`src/core/acl_pkg.sv`:
```
/*
 * acl_pkg: shared constants for the audio port clock link block.
 * Assumes: included ahead of every other file of the block; holds no logic.
 */
package acl_pkg;
	// ==========================================================================
	// register map
	// ==========================================================================
	localparam logic [3:0] CORE0_LINK_OFFSET = 4'h0; // link control, core 0, A/B pair
	localparam logic [3:0] CORE1_LINK_OFFSET = 4'h4; // link control, core 1, C/D pair
	localparam int ADDR_W = 4; // byte address bits decoded by the slave
	localparam int DATA_W = 32; // bus data width
	localparam int STRB_W = 4; // bus byte strobes

	// ==========================================================================
	// link code field layout
	// ==========================================================================
	localparam int LINK_SIGNALS = 6; // clocks and frame syncs per port
	localparam int FIELD_W = 2; // bits per link code
	localparam int LINK_REG_W = 12; // implemented bits; everything above is reserved
	localparam int TX_BIT_CLOCK_LINK_LSB = 0; // field at bits 1-0
	localparam int RX_BIT_CLOCK_LINK_LSB = 2; // field at bits 3-2
	localparam int TX_FRAME_SYNC_LINK_LSB = 4; // field at bits 5-4
	localparam int RX_FRAME_SYNC_LINK_LSB = 6; // field at bits 7-6
	localparam int HF_TX_CLOCK_LINK_LSB = 8; // field at bits 9-8
	localparam int HF_RX_CLOCK_LINK_LSB = 10; // field at bits 11-10
	localparam int LINK_ON_BIT = 1; // upper bit of a code: link in use
	localparam int OWNER_BIT = 0; // lower bit: 0 first port owns pin, 1 second

	// ==========================================================================
	// reset values and bus answers
	// ==========================================================================
	localparam logic [11:0] LINK_REG_RESET = 12'h000; // all codes unlinked
	localparam logic [1:0] RESP_OKAY = 2'h0; // normal answer
	localparam logic [1:0] RESP_SLVERR = 2'h2; // unmapped address
endpackage

```
`src/core/acl_clock_link_top.sv`:
```
/*
 * acl_clock_link_top: per-core link control registers on AXI4-Lite plus the
 * clock routing for ports A/B (core 0) and C/D (core 1).
 * Assumes: one 40 MHz clock, asynchronous active-high reset, a well-behaved
 * AXI4-Lite master with at most one write and one read under way, and pad
 * inputs that show the resolved pin level.
 */
// Local design decisions: the AXI4-Lite interface to the registers and the placing of the registers.
`timescale 1ns/1ps
module acl_clock_link_top (
	input wire logic clk_in, // 40 MHz system clock
	input wire logic rst_in, // asynchronous reset, active high
	input wire logic [3:0] s_axi_awaddr_in, // write address
	input wire logic s_axi_awvalid_in, // write address valid
	output logic s_axi_awready_out, // write address ready
	input wire logic [31:0] s_axi_wdata_in, // write data
	input wire logic [3:0] s_axi_wstrb_in, // write byte strobes
	input wire logic s_axi_wvalid_in, // write data valid
	output logic s_axi_wready_out, // write data ready
	output logic [1:0] s_axi_bresp_out, // write response
	output logic s_axi_bvalid_out, // write response valid
	input wire logic s_axi_bready_in, // write response ready
	input wire logic [3:0] s_axi_araddr_in, // read address
	input wire logic s_axi_arvalid_in, // read address valid
	output logic s_axi_arready_out, // read address ready
	output logic [31:0] s_axi_rdata_out, // read data
	output logic [1:0] s_axi_rresp_out, // read response
	output logic s_axi_rvalid_out, // read data valid
	input wire logic s_axi_rready_in, // read data ready
	input wire logic [5:0] port_a_drive_in, // port A clock values
	input wire logic [5:0] port_a_dir_in, // port A output enables
	output logic [5:0] port_a_clk_out, // clocks into port A
	input wire logic [5:0] port_b_drive_in, // port B clock values
	input wire logic [5:0] port_b_dir_in, // port B output enables
	output logic [5:0] port_b_clk_out, // clocks into port B
	input wire logic [5:0] port_c_drive_in, // port C clock values
	input wire logic [5:0] port_c_dir_in, // port C output enables
	output logic [5:0] port_c_clk_out, // clocks into port C
	input wire logic [5:0] port_d_drive_in, // port D clock values
	input wire logic [5:0] port_d_dir_in, // port D output enables
	output logic [5:0] port_d_clk_out, // clocks into port D
	input wire logic [5:0] pad_a_in, // port A pin levels
	output logic [5:0] pad_a_out, // port A pin drive
	output logic [5:0] pad_a_oe_out, // port A pin enables
	input wire logic [5:0] pad_b_in, // port B pin levels
	output logic [5:0] pad_b_out, // port B pin drive
	output logic [5:0] pad_b_oe_out, // port B pin enables
	input wire logic [5:0] pad_c_in, // port C pin levels
	output logic [5:0] pad_c_out, // port C pin drive
	output logic [5:0] pad_c_oe_out, // port C pin enables
	input wire logic [5:0] pad_d_in, // port D pin levels
	output logic [5:0] pad_d_out, // port D pin drive
	output logic [5:0] pad_d_oe_out // port D pin enables
);
	// ==========================================================================
	// storage
	// ==========================================================================
	logic [11:0] clock_link_control_reg; // core 0 codes, A/B pair
	logic [11:0] clock_link_control_reg_core1; // core 1 codes, C/D pair
	logic aw_held; // write address taken, waiting for data
	logic w_held; // write data taken, waiting for address
	logic [3:0] aw_addr; // captured write address
	logic [31:0] w_data; // captured write data
	logic [3:0] w_strb; // captured strobes
	logic write_fire; // both halves present, perform the write
	logic [11:0] lane_mask; // implemented bits enabled by the strobes
	logic [11:0] next_merged; // strobe-merged value for the addressed register
	logic wr_core0; // write hits core 0 register
	logic wr_core1; // write hits core 1 register

	// ==========================================================================
	// write decode
	// ==========================================================================
	// low byte lane carries bits 7-0, next lane bits 11-8
	assign lane_mask = {{4{w_strb[1]}}, {8{w_strb[0]}}};
	assign write_fire = aw_held && w_held && !s_axi_bvalid_out;
	assign wr_core0 = write_fire && (aw_addr == acl_pkg::CORE0_LINK_OFFSET);
	assign wr_core1 = write_fire && (aw_addr == acl_pkg::CORE1_LINK_OFFSET);
	always_comb begin
		// merge is taken from whichever register the address selects
		if (aw_addr == acl_pkg::CORE1_LINK_OFFSET) begin
			next_merged = (clock_link_control_reg_core1 & ~lane_mask) |
				(w_data[11:0] & lane_mask);
		end else begin
			next_merged = (clock_link_control_reg & ~lane_mask) |
				(w_data[11:0] & lane_mask);
		end
	end

	// ==========================================================================
	// write channels: address and data taken in either order
	// ==========================================================================
	// readies drop once a half is held, so a second write waits for the response
	always_ff @(posedge clk_in or posedge rst_in) begin
		if (rst_in) begin
			aw_held <= 1'b0;
			w_held <= 1'b0;
			aw_addr <= 4'h0;
			w_data <= 32'h0000_0000;
			w_strb <= 4'h0;
			s_axi_awready_out <= 1'b1;
			s_axi_wready_out <= 1'b1;
			s_axi_bvalid_out <= 1'b0;
			s_axi_bresp_out <= acl_pkg::RESP_OKAY;
		end else begin
			if (s_axi_awvalid_in && s_axi_awready_out) begin
				// capture the address half
				aw_held <= 1'b1;
				aw_addr <= s_axi_awaddr_in;
				s_axi_awready_out <= 1'b0;
			end
			if (s_axi_wvalid_in && s_axi_wready_out) begin
				// capture the data half
				w_held <= 1'b1;
				w_data <= s_axi_wdata_in;
				w_strb <= s_axi_wstrb_in;
				s_axi_wready_out <= 1'b0;
			end
			if (write_fire) begin
				// unmapped addresses change nothing and answer with an error
				aw_held <= 1'b0;
				w_held <= 1'b0;
				s_axi_bvalid_out <= 1'b1;
				s_axi_bresp_out <= (wr_core0 || wr_core1) ? acl_pkg::RESP_OKAY :
					acl_pkg::RESP_SLVERR;
			end
			if (s_axi_bvalid_out && s_axi_bready_in) begin
				// response taken, reopen both channels
				s_axi_bvalid_out <= 1'b0;
				s_axi_awready_out <= 1'b1;
				s_axi_wready_out <= 1'b1;
			end
		end
	end

	// ==========================================================================
	// link control registers, one per core
	// ==========================================================================
	// hardware reset leaves every pair unlinked
	always_ff @(posedge clk_in or posedge rst_in) begin
		if (rst_in) begin
			clock_link_control_reg <= acl_pkg::LINK_REG_RESET;
			clock_link_control_reg_core1 <= acl_pkg::LINK_REG_RESET;
		end else begin
			// each core's register is reached only at its own offset
			if (wr_core0) begin
				clock_link_control_reg <= next_merged;
			end
			if (wr_core1) begin
				clock_link_control_reg_core1 <= next_merged;
			end
		end
	end

	// ==========================================================================
	// read channel
	// ==========================================================================
	// reserved bits 31-12 read as zero
	always_ff @(posedge clk_in or posedge rst_in) begin
		if (rst_in) begin
			s_axi_arready_out <= 1'b1;
			s_axi_rvalid_out <= 1'b0;
			s_axi_rdata_out <= 32'h0000_0000;
			s_axi_rresp_out <= acl_pkg::RESP_OKAY;
		end else begin
			if (s_axi_arvalid_in && s_axi_arready_out) begin
				s_axi_arready_out <= 1'b0;
				s_axi_rvalid_out <= 1'b1;
				if (s_axi_araddr_in == acl_pkg::CORE0_LINK_OFFSET) begin
					s_axi_rdata_out <= {20'h0_0000, clock_link_control_reg};
					s_axi_rresp_out <= acl_pkg::RESP_OKAY;
				end else if (s_axi_araddr_in == acl_pkg::CORE1_LINK_OFFSET) begin
					s_axi_rdata_out <= {20'h0_0000, clock_link_control_reg_core1};
					s_axi_rresp_out <= acl_pkg::RESP_OKAY;
				end else begin
					// unmapped: zero data with an error answer
					s_axi_rdata_out <= 32'h0000_0000;
					s_axi_rresp_out <= acl_pkg::RESP_SLVERR;
				end
			end
			if (s_axi_rvalid_out && s_axi_rready_in) begin
				s_axi_rvalid_out <= 1'b0;
				s_axi_arready_out <= 1'b1;
			end
		end
	end

	// ==========================================================================
	// clock routing; the pin paths stay combinational, trading the registered
	// output style for zero added clock latency
	// ==========================================================================
	// A/B: shared pin is port A's
	acl_pair_mux #(
		.SHARE_ON_SECOND(1'b0)
	) u_mux_ab (
		.code_in(clock_link_control_reg),
		.first_drive_in(port_a_drive_in),
		.first_dir_in(port_a_dir_in),
		.first_clk_out(port_a_clk_out),
		.second_drive_in(port_b_drive_in),
		.second_dir_in(port_b_dir_in),
		.second_clk_out(port_b_clk_out),
		.pad1_in(pad_a_in),
		.pad1_out(pad_a_out),
		.pad1_oe_out(pad_a_oe_out),
		.pad2_in(pad_b_in),
		.pad2_out(pad_b_out),
		.pad2_oe_out(pad_b_oe_out)
	);

	// C/D: shared pin is port D's
	acl_pair_mux #(
		.SHARE_ON_SECOND(1'b1)
	) u_mux_cd (
		.code_in(clock_link_control_reg_core1),
		.first_drive_in(port_c_drive_in),
		.first_dir_in(port_c_dir_in),
		.first_clk_out(port_c_clk_out),
		.second_drive_in(port_d_drive_in),
		.second_dir_in(port_d_dir_in),
		.second_clk_out(port_d_clk_out),
		.pad1_in(pad_c_in),
		.pad1_out(pad_c_out),
		.pad1_oe_out(pad_c_oe_out),
		.pad2_in(pad_d_in),
		.pad2_out(pad_d_out),
		.pad2_oe_out(pad_d_oe_out)
	);

	// ==========================================================================
	// checks
	// ==========================================================================
	a_reset_clears_ab: assert property (@(posedge clk_in)
		$fell(rst_in) |-> clock_link_control_reg == acl_pkg::LINK_REG_RESET)
		else $error("core 0 link codes not cleared by reset");
	a_reset_clears_cd: assert property (@(posedge clk_in)
		$fell(rst_in) |-> clock_link_control_reg_core1 == acl_pkg::LINK_REG_RESET)
		else $error("core 1 link codes not cleared by reset");
	a_write_core_split: assert property (@(posedge clk_in) disable iff (rst_in)
		wr_core1 |=> s_axi_bvalid_out && $stable(clock_link_control_reg) &&
			clock_link_control_reg_core1 == $past(next_merged))
		else $error("core 1 write disturbed core 0 or failed");
	a_write_core0: assert property (@(posedge clk_in) disable iff (rst_in)
		wr_core0 |=> s_axi_bvalid_out && $stable(clock_link_control_reg_core1) &&
			clock_link_control_reg == $past(next_merged))
		else $error("core 0 write disturbed core 1 or failed");
	a_field_lanes: assert property (@(posedge clk_in) disable iff (rst_in)
		wr_core0 && w_strb[1:0] == 2'b10 |=>
			clock_link_control_reg[7:0] == $past(clock_link_control_reg[7:0]) &&
			clock_link_control_reg[11:8] == $past(w_data[11:8]))
		else $error("upper code fields not on second byte lane");
	a_reserved_zero: assert property (@(posedge clk_in) disable iff (rst_in)
		s_axi_rvalid_out |-> s_axi_rdata_out[31:12] == 20'h0_0000)
		else $error("reserved bits read nonzero");
	genvar ci;
	generate
		for (ci = 0; ci < acl_pkg::LINK_SIGNALS; ci++) begin : g_chk
			a_unlinked_own: assert property (@(posedge clk_in) disable iff (rst_in)
				!clock_link_control_reg[2*ci+1] |-> pad_b_oe_out[ci] == port_b_dir_in[ci]
					&& port_b_clk_out[ci] == pad_b_in[ci] && port_a_clk_out[ci] == pad_a_in[ci])
				else $error("unlinked port not on its own pin");
			a_ab_code10: assert property (@(posedge clk_in) disable iff (rst_in)
				clock_link_control_reg[2*ci+:2] == 2'b10 |-> pad_a_oe_out[ci] ==
					port_a_dir_in[ci] && port_b_clk_out[ci] == pad_a_in[ci] && !pad_b_oe_out[ci])
				else $error("code 10 routing wrong on A/B");
			a_ab_code11: assert property (@(posedge clk_in) disable iff (rst_in)
				clock_link_control_reg[2*ci+:2] == 2'b11 |-> pad_a_out[ci] ==
					port_b_drive_in[ci] && port_a_clk_out[ci] == pad_a_in[ci])
				else $error("code 11 routing wrong on A/B");
			a_cd_code10: assert property (@(posedge clk_in) disable iff (rst_in)
				clock_link_control_reg_core1[2*ci+:2] == 2'b10 |-> pad_d_oe_out[ci] ==
					port_c_dir_in[ci] && port_d_clk_out[ci] == pad_d_in[ci])
				else $error("code 10 routing wrong on C/D");
			a_cd_code11: assert property (@(posedge clk_in) disable iff (rst_in)
				clock_link_control_reg_core1[2*ci+:2] == 2'b11 |-> pad_d_out[ci] ==
					port_d_drive_in[ci] && port_c_clk_out[ci] == pad_d_in[ci])
				else $error("code 11 routing wrong on C/D");
			a_unlinked_cd: assert property (@(posedge clk_in) disable iff (rst_in)
				!clock_link_control_reg_core1[2*ci+1] |-> pad_c_oe_out[ci] == port_c_dir_in[ci]
					&& port_c_clk_out[ci] == pad_c_in[ci] && port_d_clk_out[ci] == pad_d_in[ci])
				else $error("unlinked C/D port not on its own pin");
			a_cd_idle_pin: assert property (@(posedge clk_in) disable iff (rst_in)
				clock_link_control_reg_core1[2*ci+1] |-> !pad_c_oe_out[ci] &&
					port_c_clk_out[ci] == pad_d_in[ci])
				else $error("linked C/D left port C's pin driven");
			a_ab_owner_b: assert property (@(posedge clk_in) disable iff (rst_in)
				clock_link_control_reg[2*ci+:2] == 2'b11 |-> pad_a_oe_out[ci] ==
					port_b_dir_in[ci] && port_b_clk_out[ci] == pad_a_in[ci] && !pad_b_oe_out[ci])
				else $error("code 11 direction wrong on A/B");
		end
	endgenerate
endmodule // acl_clock_link_top

```
`src/core/acl_pair_mux.sv`:
```
/*
 * acl_pair_mux: combinational clock routing between one pair of audio ports.
 * Assumes: pad inputs already reflect the resolved pin level, driven or not;
 * the code comes from a register in the caller.
 */
`timescale 1ns/1ps
module acl_pair_mux #(
	parameter bit SHARE_ON_SECOND = 1'b0 // 0: first port's pin is shared, 1: second's
) (
	input wire logic [11:0] code_in, // six two-bit link codes
	input wire logic [5:0] first_drive_in, // first port clock value to drive
	input wire logic [5:0] first_dir_in, // first port wants to drive its pin
	output logic [5:0] first_clk_out, // clock delivered to first port
	input wire logic [5:0] second_drive_in, // second port clock value to drive
	input wire logic [5:0] second_dir_in, // second port wants to drive its pin
	output logic [5:0] second_clk_out, // clock delivered to second port
	input wire logic [5:0] pad1_in, // first port pin level
	output logic [5:0] pad1_out, // first port pin drive value
	output logic [5:0] pad1_oe_out, // first port pin enable
	input wire logic [5:0] pad2_in, // second port pin level
	output logic [5:0] pad2_out, // second port pin drive value
	output logic [5:0] pad2_oe_out // second port pin enable
);
	// ==========================================================================
	// per signal routing
	// ==========================================================================
	// pure gates, so a routed clock sees no register stage
	genvar gi;
	generate
		for (gi = 0; gi < acl_pkg::LINK_SIGNALS; gi++) begin : g_sig
			logic link_on; // code upper bit set
			logic second_owns; // code lower bit: owner of the shared pin
			logic own_drive; // value from whichever port owns the shared pin
			logic own_dir; // direction from the owner
			logic shared_lvl; // level on the shared pin
			assign link_on = code_in[gi*acl_pkg::FIELD_W + acl_pkg::LINK_ON_BIT];
			assign second_owns = code_in[gi*acl_pkg::FIELD_W + acl_pkg::OWNER_BIT];
			assign own_drive = second_owns ? second_drive_in[gi] : first_drive_in[gi];
			assign own_dir = second_owns ? second_dir_in[gi] : first_dir_in[gi];
			assign shared_lvl = SHARE_ON_SECOND ? pad2_in[gi] : pad1_in[gi];
			always_comb begin
				if (!link_on) begin
					// each port on its own pin, codes 00 and 01 alike
					pad1_out[gi] = first_drive_in[gi];
					pad1_oe_out[gi] = first_dir_in[gi];
					pad2_out[gi] = second_drive_in[gi];
					pad2_oe_out[gi] = second_dir_in[gi];
					first_clk_out[gi] = pad1_in[gi];
					second_clk_out[gi] = pad2_in[gi];
				end else begin
					// owner steers the shared pin; the idle pin is released so the
					// partner cannot fight it
					pad1_out[gi] = SHARE_ON_SECOND ? 1'b0 : own_drive;
					pad1_oe_out[gi] = SHARE_ON_SECOND ? 1'b0 : own_dir;
					pad2_out[gi] = SHARE_ON_SECOND ? own_drive : 1'b0;
					pad2_oe_out[gi] = SHARE_ON_SECOND ? own_dir : 1'b0;
					// both ports hear the shared pin whatever its direction
					first_clk_out[gi] = shared_lvl;
					second_clk_out[gi] = shared_lvl;
				end
			end
		end
	endgenerate
endmodule // acl_pair_mux

```
`config.mk`:
```
export PLATFORM = sky130hd
export DESIGN_NAME = acl_clock_link_top
export DESIGN_NICKNAME = d
export VERILOG_FILES = /design/src/core/acl_pkg.sv /design/src/core/acl_clock_link_top.sv /design/src/core/acl_pair_mux.sv
export SDC_FILE = /design/constraint.sdc
export NUM_CORES = 1
export LEC_CHECK = 0
export BUFFER_PORTS_ARGS = -buffer_cell sky130_fd_sc_hd__buf_2
export CAP_MARGIN = 20
export CORE_ASPECT_RATIO = 0.9
export CORE_MARGIN = 10
export CORE_UTILIZATION = 25
export DETAILED_ROUTE_END_ITERATION = 8
export HOLD_SLACK_MARGIN = 0.06
export PLACE_DENSITY = 0.61
export SYNTH_ARGS = -nofsm -noshare
export SYNTH_HDL_FRONTEND = slang
export SYNTH_HIERARCHICAL = 1
export SYNTH_SLANG_ARGS = --single-unit
```
`constraint.sdc`:
```
create_clock -name clk_in -period 2.3 [get_ports clk_in]
set_input_delay 0.345 -clock clk_in [delete_from_list [all_inputs] [get_ports clk_in]]
set_output_delay 0.345 -clock clk_in [all_outputs]
set_load 0.02 [all_outputs]
```
==> Yosys cells after proc, flatten, opt, wreduce, memory -nomap -nowiden <==
Cells that the tools add are included.
{ "word_totals": {"reg_bits": 85, "in_bits": 123, "out_inout_bits": 113, "wordCells": 146} }
{ "op_classes": {"bitwise": 6, "reduce_logical": 19, "eq_ne": 2, "muxes": 104} }
{ "op_table": {"columns": ["operator", "n"], "rows": [
  ["$mux W1", 98],
  ["$and A12 B12 Y12", 3],
  ["$mux W12", 3],
  ["$or A12 B12 Y12", 2],
  ["$not A12 Y12", 1],
  ["$reduce_bool A2 Y1", 6],
  ["$logic_and A1 B1 Y1", 9],
  ["$eq A4 B3 Y1 const B", 2],
  ["$logic_not A4 Y1", 2],
  ["$mux W2", 3],
  ["$logic_not A1 Y1", 1],
  ["$logic_or A1 B1 Y1", 1]
]} }

==> Logic depth before layout (Yosys ltp) <==
{ "depth": {"word_depth": 5, "ltp_mapped": 5, "ltp_nobuf": 3} }

==> Cells and area by module <==
Netlist, hierarchy kept.
{ "by_module_without_submodules": {"columns": ["mod", "instances", "area_per_inst_um2", "seq_area_each_um2", "cells_each"], "rows": [
  ["acl_clock_link_top", 1, 2696.3, 1580.3, 201],
  ["acl_pair_mux (u_mux_cd)", 1, 450.4, 0.0, 42],
  ["acl_pair_mux (u_mux_ab)", 1, 435.4, 0.0, 42]
]} }

==> Least setup slack after synthesis <==
No wires, ideal clock.
{ "synth_path": {"kind": "reg2reg", "start": "reg s_axi_bvalid_out", "end": "reg clock_link_control_reg[10]", "stages_incl_launch_ff": 6, "synth_period_minus_slack_ns": 1.505, "setup_ns": 0.125, "setup_slack_ns": 0.795, "arrival_ns": 1.380, "required_ns": 2.175, "cell_sequence": "dfrtp_1 > and3b_1 > buf_6 > and3_1 > buf_6 > mux2_4"} }
{ "synth_between": {"elab_chain_cells": 3} }
{ "synth_lines": {"columns": ["element", "line", "rtl"], "rows": [
  ["from (decl)", "acl_clock_link_top.sv:21", "output logic s_axi_bvalid_out,"],
  ["from (signal assigned)", "acl_clock_link_top.sv:103", "s_axi_bvalid_out <= 1'b0;"],
  ["from (signal assigned)", "acl_clock_link_top.sv:123", "s_axi_bvalid_out <= 1'b1;"],
  ["from (signal assigned)", "acl_clock_link_top.sv:129", "s_axi_bvalid_out <= 1'b0;"],
  ["$logic_not A1 Y1", "acl_clock_link_top.sv:76", "assign write_fire = aw_held && w_held && !s_axi_bvalid_out;"],
  ["$logic_and A1 B1 Y1", "acl_clock_link_top.sv:76", null],
  ["$logic_and A1 B1 Y1", "acl_clock_link_top.sv:77", "assign wr_core0 = write_fire && (aw_addr == acl_pkg::CORE0_LINK_OFFSET);"],
  ["to (signal assigned)", "acl_clock_link_top.sv:142", "clock_link_control_reg <= acl_pkg::LINK_REG_RESET;"],
  ["to (signal assigned)", "acl_clock_link_top.sv:147", "clock_link_control_reg <= next_merged;"],
  ["to (decl)", "acl_clock_link_top.sv:58", "logic [11:0] clock_link_control_reg;"]
]} }
Every way passes these cells.
A chain may end at the register's enable or synchronous reset.

==> Final worst setup path <==
{ "layout_path": {"start": "reg clock_link_control_reg[9]", "end": "out pad_a_out[4]"} }
{ "layout_between": {"elab_chain_cells": 1} }
{ "layout_lines": {"columns": ["element", "line", "rtl"], "rows": [
  ["$mux W1", "acl_pair_mux.sv:42", "if (!link_on) begin"],
  ["to (decl)", "acl_clock_link_top.sv:43", "output logic [5:0] pad_a_out,"]
]} }
Every way passes these cells.

==> key figures <==
Min path
  • Hold WC Path Type: in2reg
  • Hold path cells: 2
  • Min-delay src: s_axi_arvalid_in

Global routing
  • Largest net degree at the start of global routing: 24
  • Gr ovfl total: 0
  • First-pass GRT wire length: 16400 um
  • Vias in the first global route: 3046
  • Antenna violations before repair: 0
  • Gr usage total: 0.103

Drt
  • DRC violations left: 0
  • DRT antenna net count: 0
  • Pre-Repair DR Iteration Count: 4
  • Routed via count: 2749
  • DR iter-0 viols: 67
  • Post-DR wirelength/cell: 15.6 um
  • Final WL: 10400 um
  • Drt via density: 4.12

Logic synthesis
  • EDFF count, synth: 0
  • Synth area leader: dfrtp_1
  • Mapped cell area: 3580 um^2
  • Area contributors post-synth: dfrtp_1 42%, mux2_2 16%, mux2_4 12%
  • Top post-synthesis cells by count: 60 x dfrtp_1, 50 x mux2_2, 34 x buf_4
  • Yosys top cell area share: 0.419
  • Synth Area per Inst: 12.6 um^2
  • Flops & latches, synth: 63
  • Most common cell in the netlist: dfrtp_1
  • Post-synthesis cell type count: 28
  • Yosys warnings: 6
  • Synth async-reset ratio: 1.00
  • Cells after synthesis: approximately 290
  • Post-synthesis sequential area ratio: 0.441
  • Main synth FF type: dfrtp_1

STA
  • Max Clock Freq: 0.572 GHz
  • Endpoints failing setup: 0
  • Post-Route Setup TNS: 0 ps
  • Clk_skew: between 6 and 7 ps
  • Final Hold Vio Count: 0
  • Relative slew margins: 0.524
  • Fin. max-slew vios: 0
  • Final WS setup: 553 ps
  • Period utilization: 0.760
  • Worst slew pin tran: 713 ps
  • RSZ-0062 raised after global routing: false
  • Min Tclk post-route: ~1700 ps

Floorplan
  • DIE AREA: 19500 um^2
  • IO Count: 236
  • CORE AREA: 14100 um^2
  • Initial core utilization: 0.255
  • Die X: between 100 and 150 um
  • Die Height: approximately 130 um
  • Row cnt: 41

Finish
  • Register Area: 1580 um^2
  • Synth-to-Final Area Change: 35.5%
  • Multi-input combinational cell area: 1760 um^2
  • N_diodes: 0
  • # fillers: 1460
  • Post-route cell area: 4850 um^2
  • Nets@finish: 595
  • Share of cells above drive strength 1: 0.695

Setup path
  • CP Max Fanout: 6
  • CP arrival: 1400 ps
  • Crit end category: primary output
  • Critical path launch point type: register
  • Critical Path Start: clock_link_control_reg[9]
  • Worst setup path end: pad_a_out[4]
  • Critical path class: reg2out
  • Register-to-register setup slack: 570 ps
  • Worst r2r dst: clock_link_control_reg[8]
  • Reg2reg start: s_axi_bvalid_out
  • Worst path required time: approximately 2000 ps
  • Worst R2R Path Depth: 3

Clocking
  • Clock tree buffer depth: 2
  • TritonCTS clock tree: done
  • Post-CTS resize count: 0
  • Clock latency on the worst-skew pair: between 300 and 400 ps
  • CTS buffer count: 9
  • H-tree depth: 3
  • Post-CTS Setup Repair Bufs: 0
  • Clock root cell: clkbuf_16
  • CTS clock-pin slew for the worst setup and hold paths: ~50 ps
  • CTS sink count: 63

Pwr
  • Power, Total: between 4000 and 5000 uW
  • Leakage: between 0.002 and 0.003 uW
  • PwrDens: 931 nW/um^2
  • Maximum VDD drop: 496 uV

Placed design
  • Dpl ws: 549 ps
  • IO Port Bufs: 191
  • Post-detail-place hpwl: 8700 um
  • Placement Cell Area: 4580 um^2
  • Routability cong.: roughly 0.71

Outcome
  • Status: finished clean

Flow run
  • MaxCap Viol Count: 0
## kinds of logic after synthesis
logic type,count (synthesis),share of synthesized area
buf+inv,46,0.0908
other cells,1,0.00105
flops,63,0.441
simple gates,64,0.126
compound gates,20,0.0297
mux,91,0.311
## cell type report
type / count / area share
clock inverters: 1 / 0.00103
well taps: 193 / 0.0498
flip-flops and latches: 63 / 0.326
repair buffers: 195 / 0.204
clock buffers: 13 / 0.0536
multi-input cells: 197 / 0.362
inverters: 6 / 0.00464
## worst min-delay path by stage
stage,slack (ps),to
final,200,s_axi_arready_out
after global routing,200,s_axi_arready_out
after CTS,180,s_axi_arready_out
after detailed placement,400,s_axi_rdata_out[6]
after global placement,390,clock_link_control_reg_core1[0]
after floorplan,410,s_axi_arready_out
## worst max-delay path: stages (launching register included)
cell,delay [ps]
dfrtp_1,490
nand2_2,130
mux2_4,310
buf_2,160
## per-stage QoR
stage,hold slack [ps],std cells,util
final,199,668,0.345
after global routing,203,668,0.345
after CTS,180,668,0.345
after detailed placement,399,653,0.326
after global placement,386,653,0.326
after floorplan,408,306,-
## cell usage in the layout, fill, tap and decap left out
cell type / Yosys / routed
a21boi_0: 1 / 1
a21o_2: 1 / 1
a21oi_1: 3 / 3
and2b_2: 24 / 24
and3_1: 1 / 1
and3b_1: 1 / 1
buf_2: 2 / 191
buf_4: 34 / 3
clkbuf_1: 1 / 2
clkbuf_16: 0 / 9
clkbuf_8: 0 / 2
clkinv_2: 0 / 1
conb_1: 1 / 22
dfrtp_1: 60 / 60
dfstp_2: 3 / 3
dlygate4sd3_1: 0 / 1
inv_1: 6 / 5
inv_2: 0 / 1
mux2_2: 50 / 50
mux2_4: 28 / 28
mux2i_1: 13 / 13
nand2_1: 17 / 17
nand2_2: 6 / 6
nand2b_2: 6 / 6
nand3_2: 1 / 1
nand4_1: 1 / 1
nand4_2: 1 / 1
nor2_1: 3 / 3
nor3_2: 1 / 1
nor4_2: 1 / 1
o21ai_0: 15 / 15
or4_4: 1 / 1
## per-layer routing
layer  GRT usage  wire length [um]  up-vias
met5           0                 0        -
met4      0.0283               102        0
met3      0.0511               909       10
met2       0.186              5500      102
met1       0.103              3880     1338
li1            -                 -     1299
## power breakdown
part	leakage, uW	internal [uW]	switching, uW
clock	0.000132	773	438
combinational	0.00164	759	730
sequential	0.000810	1470	350
## what timing repair did
action	CTS	global route
setup endpoints to repair	0	0
hold endpoints to repair	20	0
hold buffers	1	0
(Power assumes the default switching activity.)
